<file path="src/logic/lpd_pkg.sv">
// constants shared by the led pwm dimming generator
package lpd_pkg;
  // register offsets
  localparam logic [5:0] LPD_ADDR_COARSE0 = 6'h00;
  localparam logic [5:0] LPD_ADDR_FINE0 = 6'h10;
  localparam logic [5:0] LPD_ADDR_CTRL = 6'h20;
  localparam logic [5:0] LPD_ADDR_FREQ = 6'h21;
  localparam logic [5:0] LPD_ADDR_EN_LO = 6'h22;
  localparam logic [5:0] LPD_ADDR_EN_HI = 6'h23;
  localparam logic [5:0] LPD_ADDR_STATUS = 6'h24;
  // control register bit positions
  localparam int LPD_CTRL_EXP = 0;
  localparam int LPD_CTRL_SHARE = 1;
  localparam int LPD_CTRL_EXTCLK = 2;
  // status register bit positions
  localparam int LPD_STAT_FAILSAFE = 0;
  localparam int LPD_STAT_EXTCLK = 1;
  // fine load value and last base count of a period
  localparam logic [3:0] LPD_FINE_DEF = 4'hF;
  localparam logic [7:0] LPD_PERIOD_LAST = 8'hFF;
  // exponential curve top segment base and lower segment offset
  localparam logic [11:0] LPD_EXP_TOP = 12'hFE0;
  localparam logic [12:0] LPD_EXP_OFS = 13'h0020;
  // core clock and dimming frequency choices in Hz, base ticks per period
  localparam int LPD_CLK_HZ = 100_000_000;
  localparam int LPD_BASE_MUL = 256;
  localparam int LPD_DIM_HZ [16] = '{200, 300, 400, 500, 600, 800, 1000,
    1200, 1600, 2000, 2500, 3200, 4000, 6400, 10000, 20800};
endpackage

</file>
<file path="src/logic/lpd_pwm_dimming.sv">
// twelve channel pwm dimming generator with dither and exp curve
//
// Decided for this implementation: the address map and the strobed register port.
`timescale 1ns/10ps
`default_nettype none
module lpd_pwm_dimming
  import lpd_pkg::*;
#(
  parameter int NCH = 12
) (
  input wire logic core_clk, // 100 MHz core clock
  input wire logic rst_n, // synchronous reset, active low
  input wire logic [5:0] regAddr, // register address
  input wire logic [7:0] regWdata, // register write data
  input wire logic regWr, // write strobe
  input wire logic regRd, // read strobe
  output logic [7:0] regRdata, // read data, cycle after strobe
  input wire logic failSafe, // fail-safe state level
  input wire logic nvExpCurveEnable, // stored exp curve bit
  input wire logic [NCH*8-1:0] nvCoarseDuty, // stored coarse duties
  input wire logic [3:0] nvDimFreqSelect, // stored frequency field
  input wire logic nvInternalAddressSelect, // releases shared pins
  input wire logic addrOrBaseClockPin, // pin: external base clock
  input wire logic addrOrDimInLowGroup, // pin: low-active pwm, low half
  input wire logic addrOrDimInHighGroup, // pin: low-active pwm, high half
  output logic [NCH-1:0] currentOutputChannel // current source gates
);

  typedef struct packed {
    logic [NCH-1:0][7:0] coarse;
    logic [NCH-1:0][3:0] fine;
    logic [NCH-1:0][7:0] latC;
    logic [NCH-1:0][3:0] latF;
    logic [NCH-1:0][8:0] onT;
    logic [NCH-1:0] en;
    logic [NCH-1:0] out;
    logic expEn;
    logic shareEn;
    logic extSel;
    logic [3:0] freq;
    logic [11:0] divCnt;
    logic [7:0] baseCnt;
    logic [3:0] phase;
    logic [2:0] clkSync;
    logic [1:0] dimLoSync;
    logic [1:0] dimHiSync;
    logic failSafeDly;
    logic loadDone;
    logic [7:0] rdata;
  } lpd_state_t;

  lpd_state_t q;
  lpd_state_t d;
  logic extUse;
  logic extPwm;
  logic baseTick;
  logic periodEnd;
  logic [3:0] revPhase;

  // divider terminal count for each dimming frequency choice
  function automatic logic [11:0] divOf(input logic [3:0] f);
    divOf = 12'(LPD_CLK_HZ / (LPD_BASE_MUL * LPD_DIM_HZ[f]) - 1);
  endfunction

  // exponential curve: 32 codes per octave, top segment linear
  function automatic logic [11:0] expCode(input logic [7:0] v);
    logic [12:0] t;
    t = 13'({1'b1, v[4:0]}) << v[7:5];
    if (v[7:5] == 3'h7) begin
      expCode = LPD_EXP_TOP + {7'h00, v[4:0]};
    end else begin
      expCode = 12'(t - LPD_EXP_OFS);
    end
  endfunction

  // external clock needs both nv bit and select bit
  assign extUse = nvInternalAddressSelect & q.extSel;
  // shared pins become external pwm inputs
  assign extPwm = nvInternalAddressSelect;
  // internal divider tick, or synchronised external clock edge
  assign baseTick = extUse ? (q.clkSync[1] & ~q.clkSync[2])
                           : (q.divCnt >= divOf(q.freq));
  // period closes after 256 base ticks
  assign periodEnd = baseTick && (q.baseCnt == LPD_PERIOD_LAST);
  // bit reversed phase spreads dither pulses over the 16 periods
  assign revPhase = {q.phase[0], q.phase[1], q.phase[2], q.phase[3]};
  assign regRdata = q.rdata;
  assign currentOutputChannel = q.out;

  // next state
  always_comb begin
    logic [11:0] code;
    logic [7:0] src;
    logic dith;
    logic grp;
    d = q;
    code = '0;
    src = '0;
    dith = 1'b0;
    grp = 1'b0;
    // pin synchronisers; first stage feeds only the second
    d.clkSync = {q.clkSync[1:0], addrOrBaseClockPin};
    d.dimLoSync = {q.dimLoSync[0], addrOrDimInLowGroup};
    d.dimHiSync = {q.dimHiSync[0], addrOrDimInHighGroup};
    d.failSafeDly = failSafe;
    d.rdata = '0;
    // register writes
    if (regWr) begin
      for (int ch = 0; ch < NCH; ch++) begin
        // coarse write commits coarse and fine together
        if (regAddr == LPD_ADDR_COARSE0 + 6'(ch)) begin
          d.coarse[ch] = regWdata;
          d.latC[ch] = regWdata;
          d.latF[ch] = q.fine[ch];
        end
        // fine write alone is held back
        if (regAddr == LPD_ADDR_FINE0 + 6'(ch)) begin
          d.fine[ch] = regWdata[3:0];
        end
        if (ch < 8 && regAddr == LPD_ADDR_EN_LO) begin
          d.en[ch] = regWdata[ch % 8];
        end
        if (ch >= 8 && regAddr == LPD_ADDR_EN_HI) begin
          d.en[ch] = regWdata[ch % 8];
        end
      end
      if (regAddr == LPD_ADDR_CTRL) begin
        d.expEn = regWdata[LPD_CTRL_EXP];
        d.shareEn = regWdata[LPD_CTRL_SHARE];
        d.extSel = regWdata[LPD_CTRL_EXTCLK];
      end
      if (regAddr == LPD_ADDR_FREQ) begin
        d.freq = regWdata[3:0];
      end
    end
    // register reads; unmapped addresses read zero
    if (regRd) begin
      for (int ch = 0; ch < NCH; ch++) begin
        if (regAddr == LPD_ADDR_COARSE0 + 6'(ch)) begin
          d.rdata = q.coarse[ch];
        end
        if (regAddr == LPD_ADDR_FINE0 + 6'(ch)) begin
          d.rdata = {4'h0, q.fine[ch]};
        end
        if (ch < 8 && regAddr == LPD_ADDR_EN_LO) begin
          d.rdata[ch % 8] = q.en[ch];
        end
        if (ch >= 8 && regAddr == LPD_ADDR_EN_HI) begin
          d.rdata[ch % 8] = q.en[ch];
        end
      end
      if (regAddr == LPD_ADDR_CTRL) begin
        d.rdata[LPD_CTRL_EXP] = q.expEn;
        d.rdata[LPD_CTRL_SHARE] = q.shareEn;
        d.rdata[LPD_CTRL_EXTCLK] = q.extSel;
      end
      if (regAddr == LPD_ADDR_FREQ) begin
        d.rdata = {4'h0, q.freq};
      end
      if (regAddr == LPD_ADDR_STATUS) begin
        d.rdata[LPD_STAT_FAILSAFE] = failSafe;
        d.rdata[LPD_STAT_EXTCLK] = extUse;
      end
    end
    // reload after reset and on fail-safe entry, beats writes
    if (!q.loadDone || (failSafe && !q.failSafeDly)) begin
      d.loadDone = 1'b1;
      d.expEn = nvExpCurveEnable;
      d.freq = nvDimFreqSelect;
      for (int ch = 0; ch < NCH; ch++) begin
        d.coarse[ch] = nvCoarseDuty[ch*8 +: 8];
        d.latC[ch] = nvCoarseDuty[ch*8 +: 8];
        d.fine[ch] = LPD_FINE_DEF;
        d.latF[ch] = LPD_FINE_DEF;
      end
    end
    // internal divider runs only when it is the tick source
    if (extUse || baseTick) begin
      d.divCnt = '0;
    end else begin
      d.divCnt = q.divCnt + 12'h001;
    end
    // 8-bit period counter; dither phase per period
    if (baseTick) begin
      d.baseCnt = q.baseCnt + 8'h01;
    end
    if (periodEnd) begin
      d.phase = q.phase + 4'h1;
    end
    for (int ch = 0; ch < NCH; ch++) begin
      // shared duty redirects to channel 0
      src = q.shareEn ? 8'h00 : 8'(ch);
      if (failSafe) begin
        // nv coarse only, low bits forced so no dither
        code = {nvCoarseDuty[ch*8 +: 8], LPD_FINE_DEF};
      end else if (q.expEn) begin
        code = expCode(q.latC[src]);
      end else begin
        // linear mode concatenates coarse and fine
        code = {q.latC[src], q.latF[src]};
      end
      // extra tick in (low + 1) of 16 periods; all ones always
      dith = (code[3:0] >= revPhase);
      // on ticks = upper bits plus the dither bit
      // one tick, under 1 us at the fast rates, is the shortest pulse
      if (periodEnd) begin
        d.onT[ch] = {1'b0, code[11:4]} + {8'h00, dith};
      end
      grp = (ch < NCH / 2) ? q.dimLoSync[1] : q.dimHiSync[1];
      // per channel gate; enable; external input low
      d.out[ch] = q.en[ch] && ({1'b0, q.baseCnt} < q.onT[ch])
                  && !(extPwm && grp);
    end
  end

  // state register, cleared on reset; nv load follows release
  always_ff @(posedge core_clk) begin
    if (!rst_n) begin
      q <= '0;
    end else begin
      q <= d;
    end
  end
endmodule
`default_nettype wire

</file>
<file path="config.mk">
export PLATFORM = sky130hd
export DESIGN_NAME = lpd_pwm_dimming
export DESIGN_NICKNAME = d
export VERILOG_FILES = /design/src/logic/lpd_pkg.sv /design/src/logic/lpd_pwm_dimming.sv
export SDC_FILE = /design/constraint.sdc
export NUM_CORES = 2
export LEC_CHECK = 0
export BUFFER_PORTS_ARGS = -buffer_cell sky130_fd_sc_hd__clkbuf_2
export CORE_ASPECT_RATIO = 0.6
export CORE_MARGIN = 5
export CORE_UTILIZATION = 50
export CTS_CLUSTER_DIAMETER = 40
export DETAILED_ROUTE_END_ITERATION = 10
export PLACE_DENSITY = 0.69
export RECOVER_POWER = 100
export SYNTH_ARGS = -nofsm -noshare
export SYNTH_HDL_FRONTEND = slang
export SYNTH_SLANG_ARGS = --single-unit
</file>
<file path="constraint.sdc">
create_clock -name core_clk -period 59.3 [get_ports core_clk]
set_input_delay 2.965 -clock core_clk [delete_from_list [all_inputs] [get_ports core_clk]]
set_output_delay 2.965 -clock core_clk [all_outputs]
set_load 0.02 [all_outputs]
</file>
Yosys cells after proc, flatten, opt, wreduce, memory -nomap -nowiden
Memories as Yosys holds them, arrays and structs flattened.
Index checks and enable logic that the tools add are counted.
{"block": "totals", "ram_bits": 0, "latch_bits": 0, "mem_bits_ro": 512, "n_memories": 1, "out_inout_bits": 20, "elab_cells": 490, "in_bits": 124, "regBits": 468}
{"block": "classes", "n_bitwise": 6, "n_shift": 12, "reduce_logical": 94, "div_mod_pow": 1, "n_lt_le_gt_ge": 37, "n_addsub": 40, "n_eq_ne": 41, "multipliers": 0, "mux": 181}
{"memory": "(name not given)", "depth": 16, "word_bits": 32, "read_ports": 1, "rd_ports_with_merged_regs": 0, "wr": 0, "line_no": "lpd_pwm_dimming.sv:62", "text": "divOf = 12'(LPD_CLK_HZ / (LPD_BASE_MUL * LPD_DIM_HZ[f]) - 1);"}
{"operator": "two-way mux 288 bit", "count": 2}
{"operator": "two-way mux 12 bit", "count": 36}
{"operator": "two-way mux 8 bit", "count": 51}
{"operator": "binary-select mux 8 bit (select 4 bit)", "count": 11}
{"operator": "binary-select mux 4 bit (select 4 bit)", "count": 11}
{"operator": "two-way mux 4 bit", "count": 43}
{"operator": "<< shifter 6 x 3 -> 12 bit", "count": 12}
{"operator": "subtractor 12 x 6 -> 12 bit (second input constant)", "count": 12}
{"operator": "adder 8 x 1 -> 9 bit", "count": 12}
{"operator": "< comparator 8 x 9 -> 1 bit", "count": 12}
{"operator": "adder 6 x 6 -> 7 bit (first input constant)", "count": 12}
{"operator": "== test 6 x 5 -> 1 bit (second input constant)", "count": 12}
{"operator": "AND reduction 2 bit", "count": 30}
{"operator": "nonzero test 2 bit", "count": 27}
{"operator": ">= comparator 4 bit", "count": 12}
{"operator": "two-way mux 24 bit", "count": 2}
{"operator": "== test 3 bit (second input constant)", "count": 12}
{"operator": "divider 28 x 32 -> 32 bit (first input constant)", "count": 1}
{"operator": "== test 6 bit (second input constant)", "count": 5}
{"operator": "logical AND 1 bit", "count": 28}
{"operator": "== test 6 x 3 -> 1 bit (second input constant)", "count": 4}
{"operator": "== test 6 x 4 -> 1 bit (second input constant)", "count": 4}
{"operator": "< comparator 3 x 5 -> 1 bit (second input constant)", "count": 4}
{"operator": "< comparator 4 x 5 -> 1 bit (second input constant)", "count": 4}
{"operator": "other kinds (23)", "count": 53}

Depth between registers and ports, before layout
{"block": "depth", "depth_word": 44, "depth_mapped": 247, "depth_no_buf": 224}

Least setup slack after synthesis
OpenSTA, ideal clock, no wires.
{"block": "synth_path", "path_type": "register to register", "from": "reg q[41] (netlist name)", "to": "reg q[72] (netlist name)", "path_buffers": 29, "arrival_ps": 46067, "setup_ps": 128, "path_slack_ps": 13106, "path_stages_with_launch": 231, "required_time_ps": 59172, "synth_period_minus_slack_ps": 46194, "cell_sequence": "dfxtp_1 > buf_2 > inv_1 > ha_1 > inv_1 > mux4_2 > inv_1 > nand2_1 > nor2_1 > ha_1 > o21a_1 > or2_2 > a311oi_2 > nor2_1 > nor2_1 > ha_1 > a21oi_1 > a21oi_1 > [195 not listed] > a21oi_1 > o211ai_1 > o221a_2 > nand2_1 > nor4b_4 > and4_1 > buf_2 > and3_1 > mux2i_1 > ha_1 > nand4_1 > or3_1 > a32o_1 > nor4_4 > buf_6 > buf_4 > mux2i_1 > nor2_1"}
{"block": "synth_between", "elab_chain_cells": 9}
{"item": "from (decl)", "line_no": "lpd_pwm_dimming.sv:52", "text": "lpd_state_t q;"}
{"item": "from (signal assigned)", "line_no": "lpd_pwm_dimming.sv:219", "text": "q <= '0;"}
{"item": "from (signal assigned)", "line_no": "lpd_pwm_dimming.sv:221", "text": "q <= d;"}
{"item": "inverter 4 -> 5 bit (implied by the code)", "line_no": "lpd_pwm_dimming.sv:62"}
{"item": "memory read (16 x 32 bit)"}
{"item": "two-way mux 24 bit (implied by the code) (2 in series)", "line_no": "lpd_pwm_dimming.sv:62"}
{"item": "divider 28 x 32 -> 32 bit", "line_no": "lpd_pwm_dimming.sv:62"}
{"item": "subtractor 12 x 2 -> 12 bit", "line_no": "lpd_pwm_dimming.sv:62"}
{"item": ">= comparator 12 bit", "line_no": "lpd_pwm_dimming.sv:82", "text": ": (q.divCnt >= divOf(q.freq));"}
{"item": "two-way mux 1 bit", "line_no": "lpd_pwm_dimming.sv:81", "text": "assign baseTick = extUse ? (q.clkSync[1] & ~q.clkSync[2])"}
{"item": "logical AND 1 bit", "line_no": "lpd_pwm_dimming.sv:84", "text": "assign periodEnd = baseTick && (q.baseCnt == LPD_PERIOD_LAST);"}
Every way passes these cells. The select of a mux whose other input is x is not followed.
A chain may end at the register's enable or synchronous reset.

Worst setup path after layout
{"block": "layout_path", "from": "reg q[41] (netlist name)", "to": "reg q[94] (netlist name)"}
Same word-level chain as after synthesis.

==> impl_results.md <==
- Finished Layout Cells: 6704
- Initial antenna violation count: 14
- Clock latency on the worst-skew pair: 0.63 ns
- Fin nets: 6080
- Global-route wire length before repair: 242000 um
- Detailed Place HPWL: 119000 um
- DR WL/cell: 24.3 um
- Max Cap Viol: 9
- Gr usage total: 0.354
- Setup TNS: 0 ns
- Synth warn: 0
- Vias in the first global route: 38.5k
- Max-slew violation count: 565
- Failing checks: capacitance limit, slew limit
- Tightest Pin Transition: 4.09 ns
- Largest net degree at the start of global routing: 120
- RSZ-0062 raised after global routing: no
- CTS root buf: clkbuf_16
- Netlist cell types: 118
- Worst Path Arrival: 55.56 ns
- EDFF count, synth: 0
- Status: complete, but fails checks
- Startpoint types: flip-flop
- Fmax: 18.1 MHz
- Die Ht: 231 um
- CTS buffer count: 46
- Remaining antenna violation count: 0
- CP max-delay cell: a2111oi_0
- H-Tree Depth: 2
- Cell repeated most along the worst path: a21oi_1
- CTS tree: done
- FP Rows: 81
- Minimum clock period: 55.22 ns
- Relative slew slack: -1.73
- Post-Syn Area: 40800 um2
- Fill cells: 7900
- Area grow syn2layout: 6.44%
- Postcts setup bufs: 0
- Clock Sinks: 372
- Port Buffer Count: 143
- Worst EP required: 59.64 ns
- Top delay family on crit path: compound AO/OA/AOI/OAI gates
- # IOs: 144
- Mean area per synthesized cell: 7.21 um2
- Clk slew on worst S/H paths: 0.06 ns
- Gr busiest metal: met1
- WS Path Type: flip-flop to flip-flop
- Clock Skews: 0.0399 ns
- Grt met2 use: 0.436
- Sequential area share after synthesis: 0.182
- Global route overflow: 0
- CP endpoint kind: flip-flop
- Vias/cell: 6.61
- Core area: 81200 um2
- DR pass1 iterations: 7
- Die width: 379 um
- Final number of hold-violating endpoints: 0
- Inst Count DP: 6608
- Crit Path Max Fanout: 52
- Post-synth top flop: dfxtp_1
- Synthesized instance count: 5663
- Die area: 87700 um2
- Hold WC Path Type: flip-flop to flip-flop
- Final Wtd Congestion: 1.04
- DR iter-0 viols: 7293
- Max clock buf depth: 3
- Synth async-reset ratio: 0
- Residual DRC: 0
- Vias: 44.3k
- Met1 Use GR: 0.549
- WL final: 163000 um
- Slowest cell delay on critical path: 0.77 ns
- M3 GR Usage: 0.141
- Share of cells above drive strength 1: 0.0761
- Initial core utilization: 0.503
- Buf/Inv on CP: 10
- Final period util: 0.931
- Synthesized flop and latch total: 372
- Final setup vio count: 0
-- cell type report --
class	count	area [um2]	area share
Inverter	202	768	0.0177
Tap cell	1079	1350	0.0311
Clock buffer	54	1220	0.0281
Timing Repair Buffer	217	1210	0.0279
Clock inverter	28	347	0.00797
Sequential cell	372	7460	0.172
Multi-Input combinational cell	4738	31100	0.715
Antenna cell	14	35.0	0.000806
-- through the flow --
stage / worst slack, ns / hold slack, ns / utilization / instance area (um2)
2_1_floorplan: 13.11 / 0.412 / - / 40900
3_3_place_gp: 7.24 / 0.415 / 0.517 / 42000
3_5_place_dp: 5.34 / 0.420 / 0.517 / 42000
4_1_cts: 5.09 / 0.437 / 0.536 / 43500
5_1_grt: 0.176 / 0.450 / 0.535 / 43400
6_report: 4.08 / 0.438 / 0.535 / 43500
-- routing by layer --
metal	wire length [um]	part of all wire
met1	72900	0.45
met5	64	0.00039
met3	27900	0.17
met2	57800	0.35
met4	4450	0.027
-- cells in the mapped netlist (all sizes together) (13+ instances only) --
cell type  number  area, um2
nor2          636       2390
a21oi         587       2940
nand2         586       2200
o21ai         393       1980
ha            375       4690
dfxtp         372       7450
clkbuf        262        983
nand3         261       1310
mux2i         252       2530
inv           200        751
xnor2         147       1290
a311oi        127       1120
a21o          112        841
nor3          112        593
nand2b        111        694
xor2          111        972
buf            93        594
a211oi         81        693
nor2b          76        475
o22ai          67        419
mux2           57        657
o21a           55        413
and2           45        284
and3           44        275
a31oi          37        231
o31ai          35        273
a22oi          32        240
o211ai         30        239
a221oi         25        231
nand4          24        156
nor3b          21        163
o211a          17        170
a21boi         16        120
nor4           15        124
or2            15       93.9
or3            15       93.8
a31o           14        123
o21bai         14        109
o2bb2ai        13        114
-- worst paths after layout --
check / startpoint / to / slack [ns] / cells after the start
worst max-delay path: q[41]$_SDFFE_PN0P_ / q[94]$_SDFFE_PN0P_ / 4.08 / 214
worst min-delay path: d[11]$_SDFF_PN0_ / q[11]$_SDFF_PN0_ / 0.44 / 1
worst max register to register: q[41]$_SDFFE_PN0P_ / q[94]$_SDFFE_PN0P_ / 4.08 / 214
worst min register to register: d[11]$_SDFF_PN0_ / q[11]$_SDFF_PN0_ / 0.44 / 1
-- state kept, by name, indices dropped and copies added (netlist names) --
register	count
q	348
currentOutputChannel	12
regRdata	8
d	4
-- cell usage in the layout, fill, tap and decap left out, drive strengths merged, types with 65 or more instances in the layout --
cell / n
a211oi: 81
a21o: 112
a21oi: 587
a311oi: 127
buf: 65
clkbuf: 206
dfxtp: 372
ha: 375
inv: 209
mux2i: 252
nand2: 586
nand2b: 111
nand3: 261
nor2: 636
nor2b: 76
nor3: 112
o21ai: 393
o22ai: 67
xnor2: 147
xor2: 111
-- repair_timing --
action                                  CTS  global route
hold buffers                              0             0
endpoints found under the setup margin    0            84
gates resized for setup                   0             4
-- kinds of logic (layout without fill, tap and decap cells) --
group | after synthesis | count (layout) | synth area share
compound gates | 1781 | 1781 | 0.281
xor+xnor | 258 | 258 | 0.0553
fa+ha+maj | 379 | 379 | 0.117
buf+inv | 557 | 501 | 0.0572
flops | 372 | 372 | 0.182
mux | 314 | 314 | 0.0808
other cells | 1 | 19 | 0.0000918
simple gates | 2001 | 2001 | 0.226
-- worst register-to-register path: cells and delay by family, from the launching register on --
kind / cells / cell delay, ns
buf+inv: 10 / 2.61
compound gates: 106 / 26.22
flops: 1 / 0.32
mux: 10 / 2.90
fa+ha+maj: 22 / 7.27
simple gates: 65 / 15.45
xor+xnor: 1 / 0.21
Power is left out: the tool's default activity adds up to more than one toggle a clock period on the data nets, which glitch-free logic cannot reach.
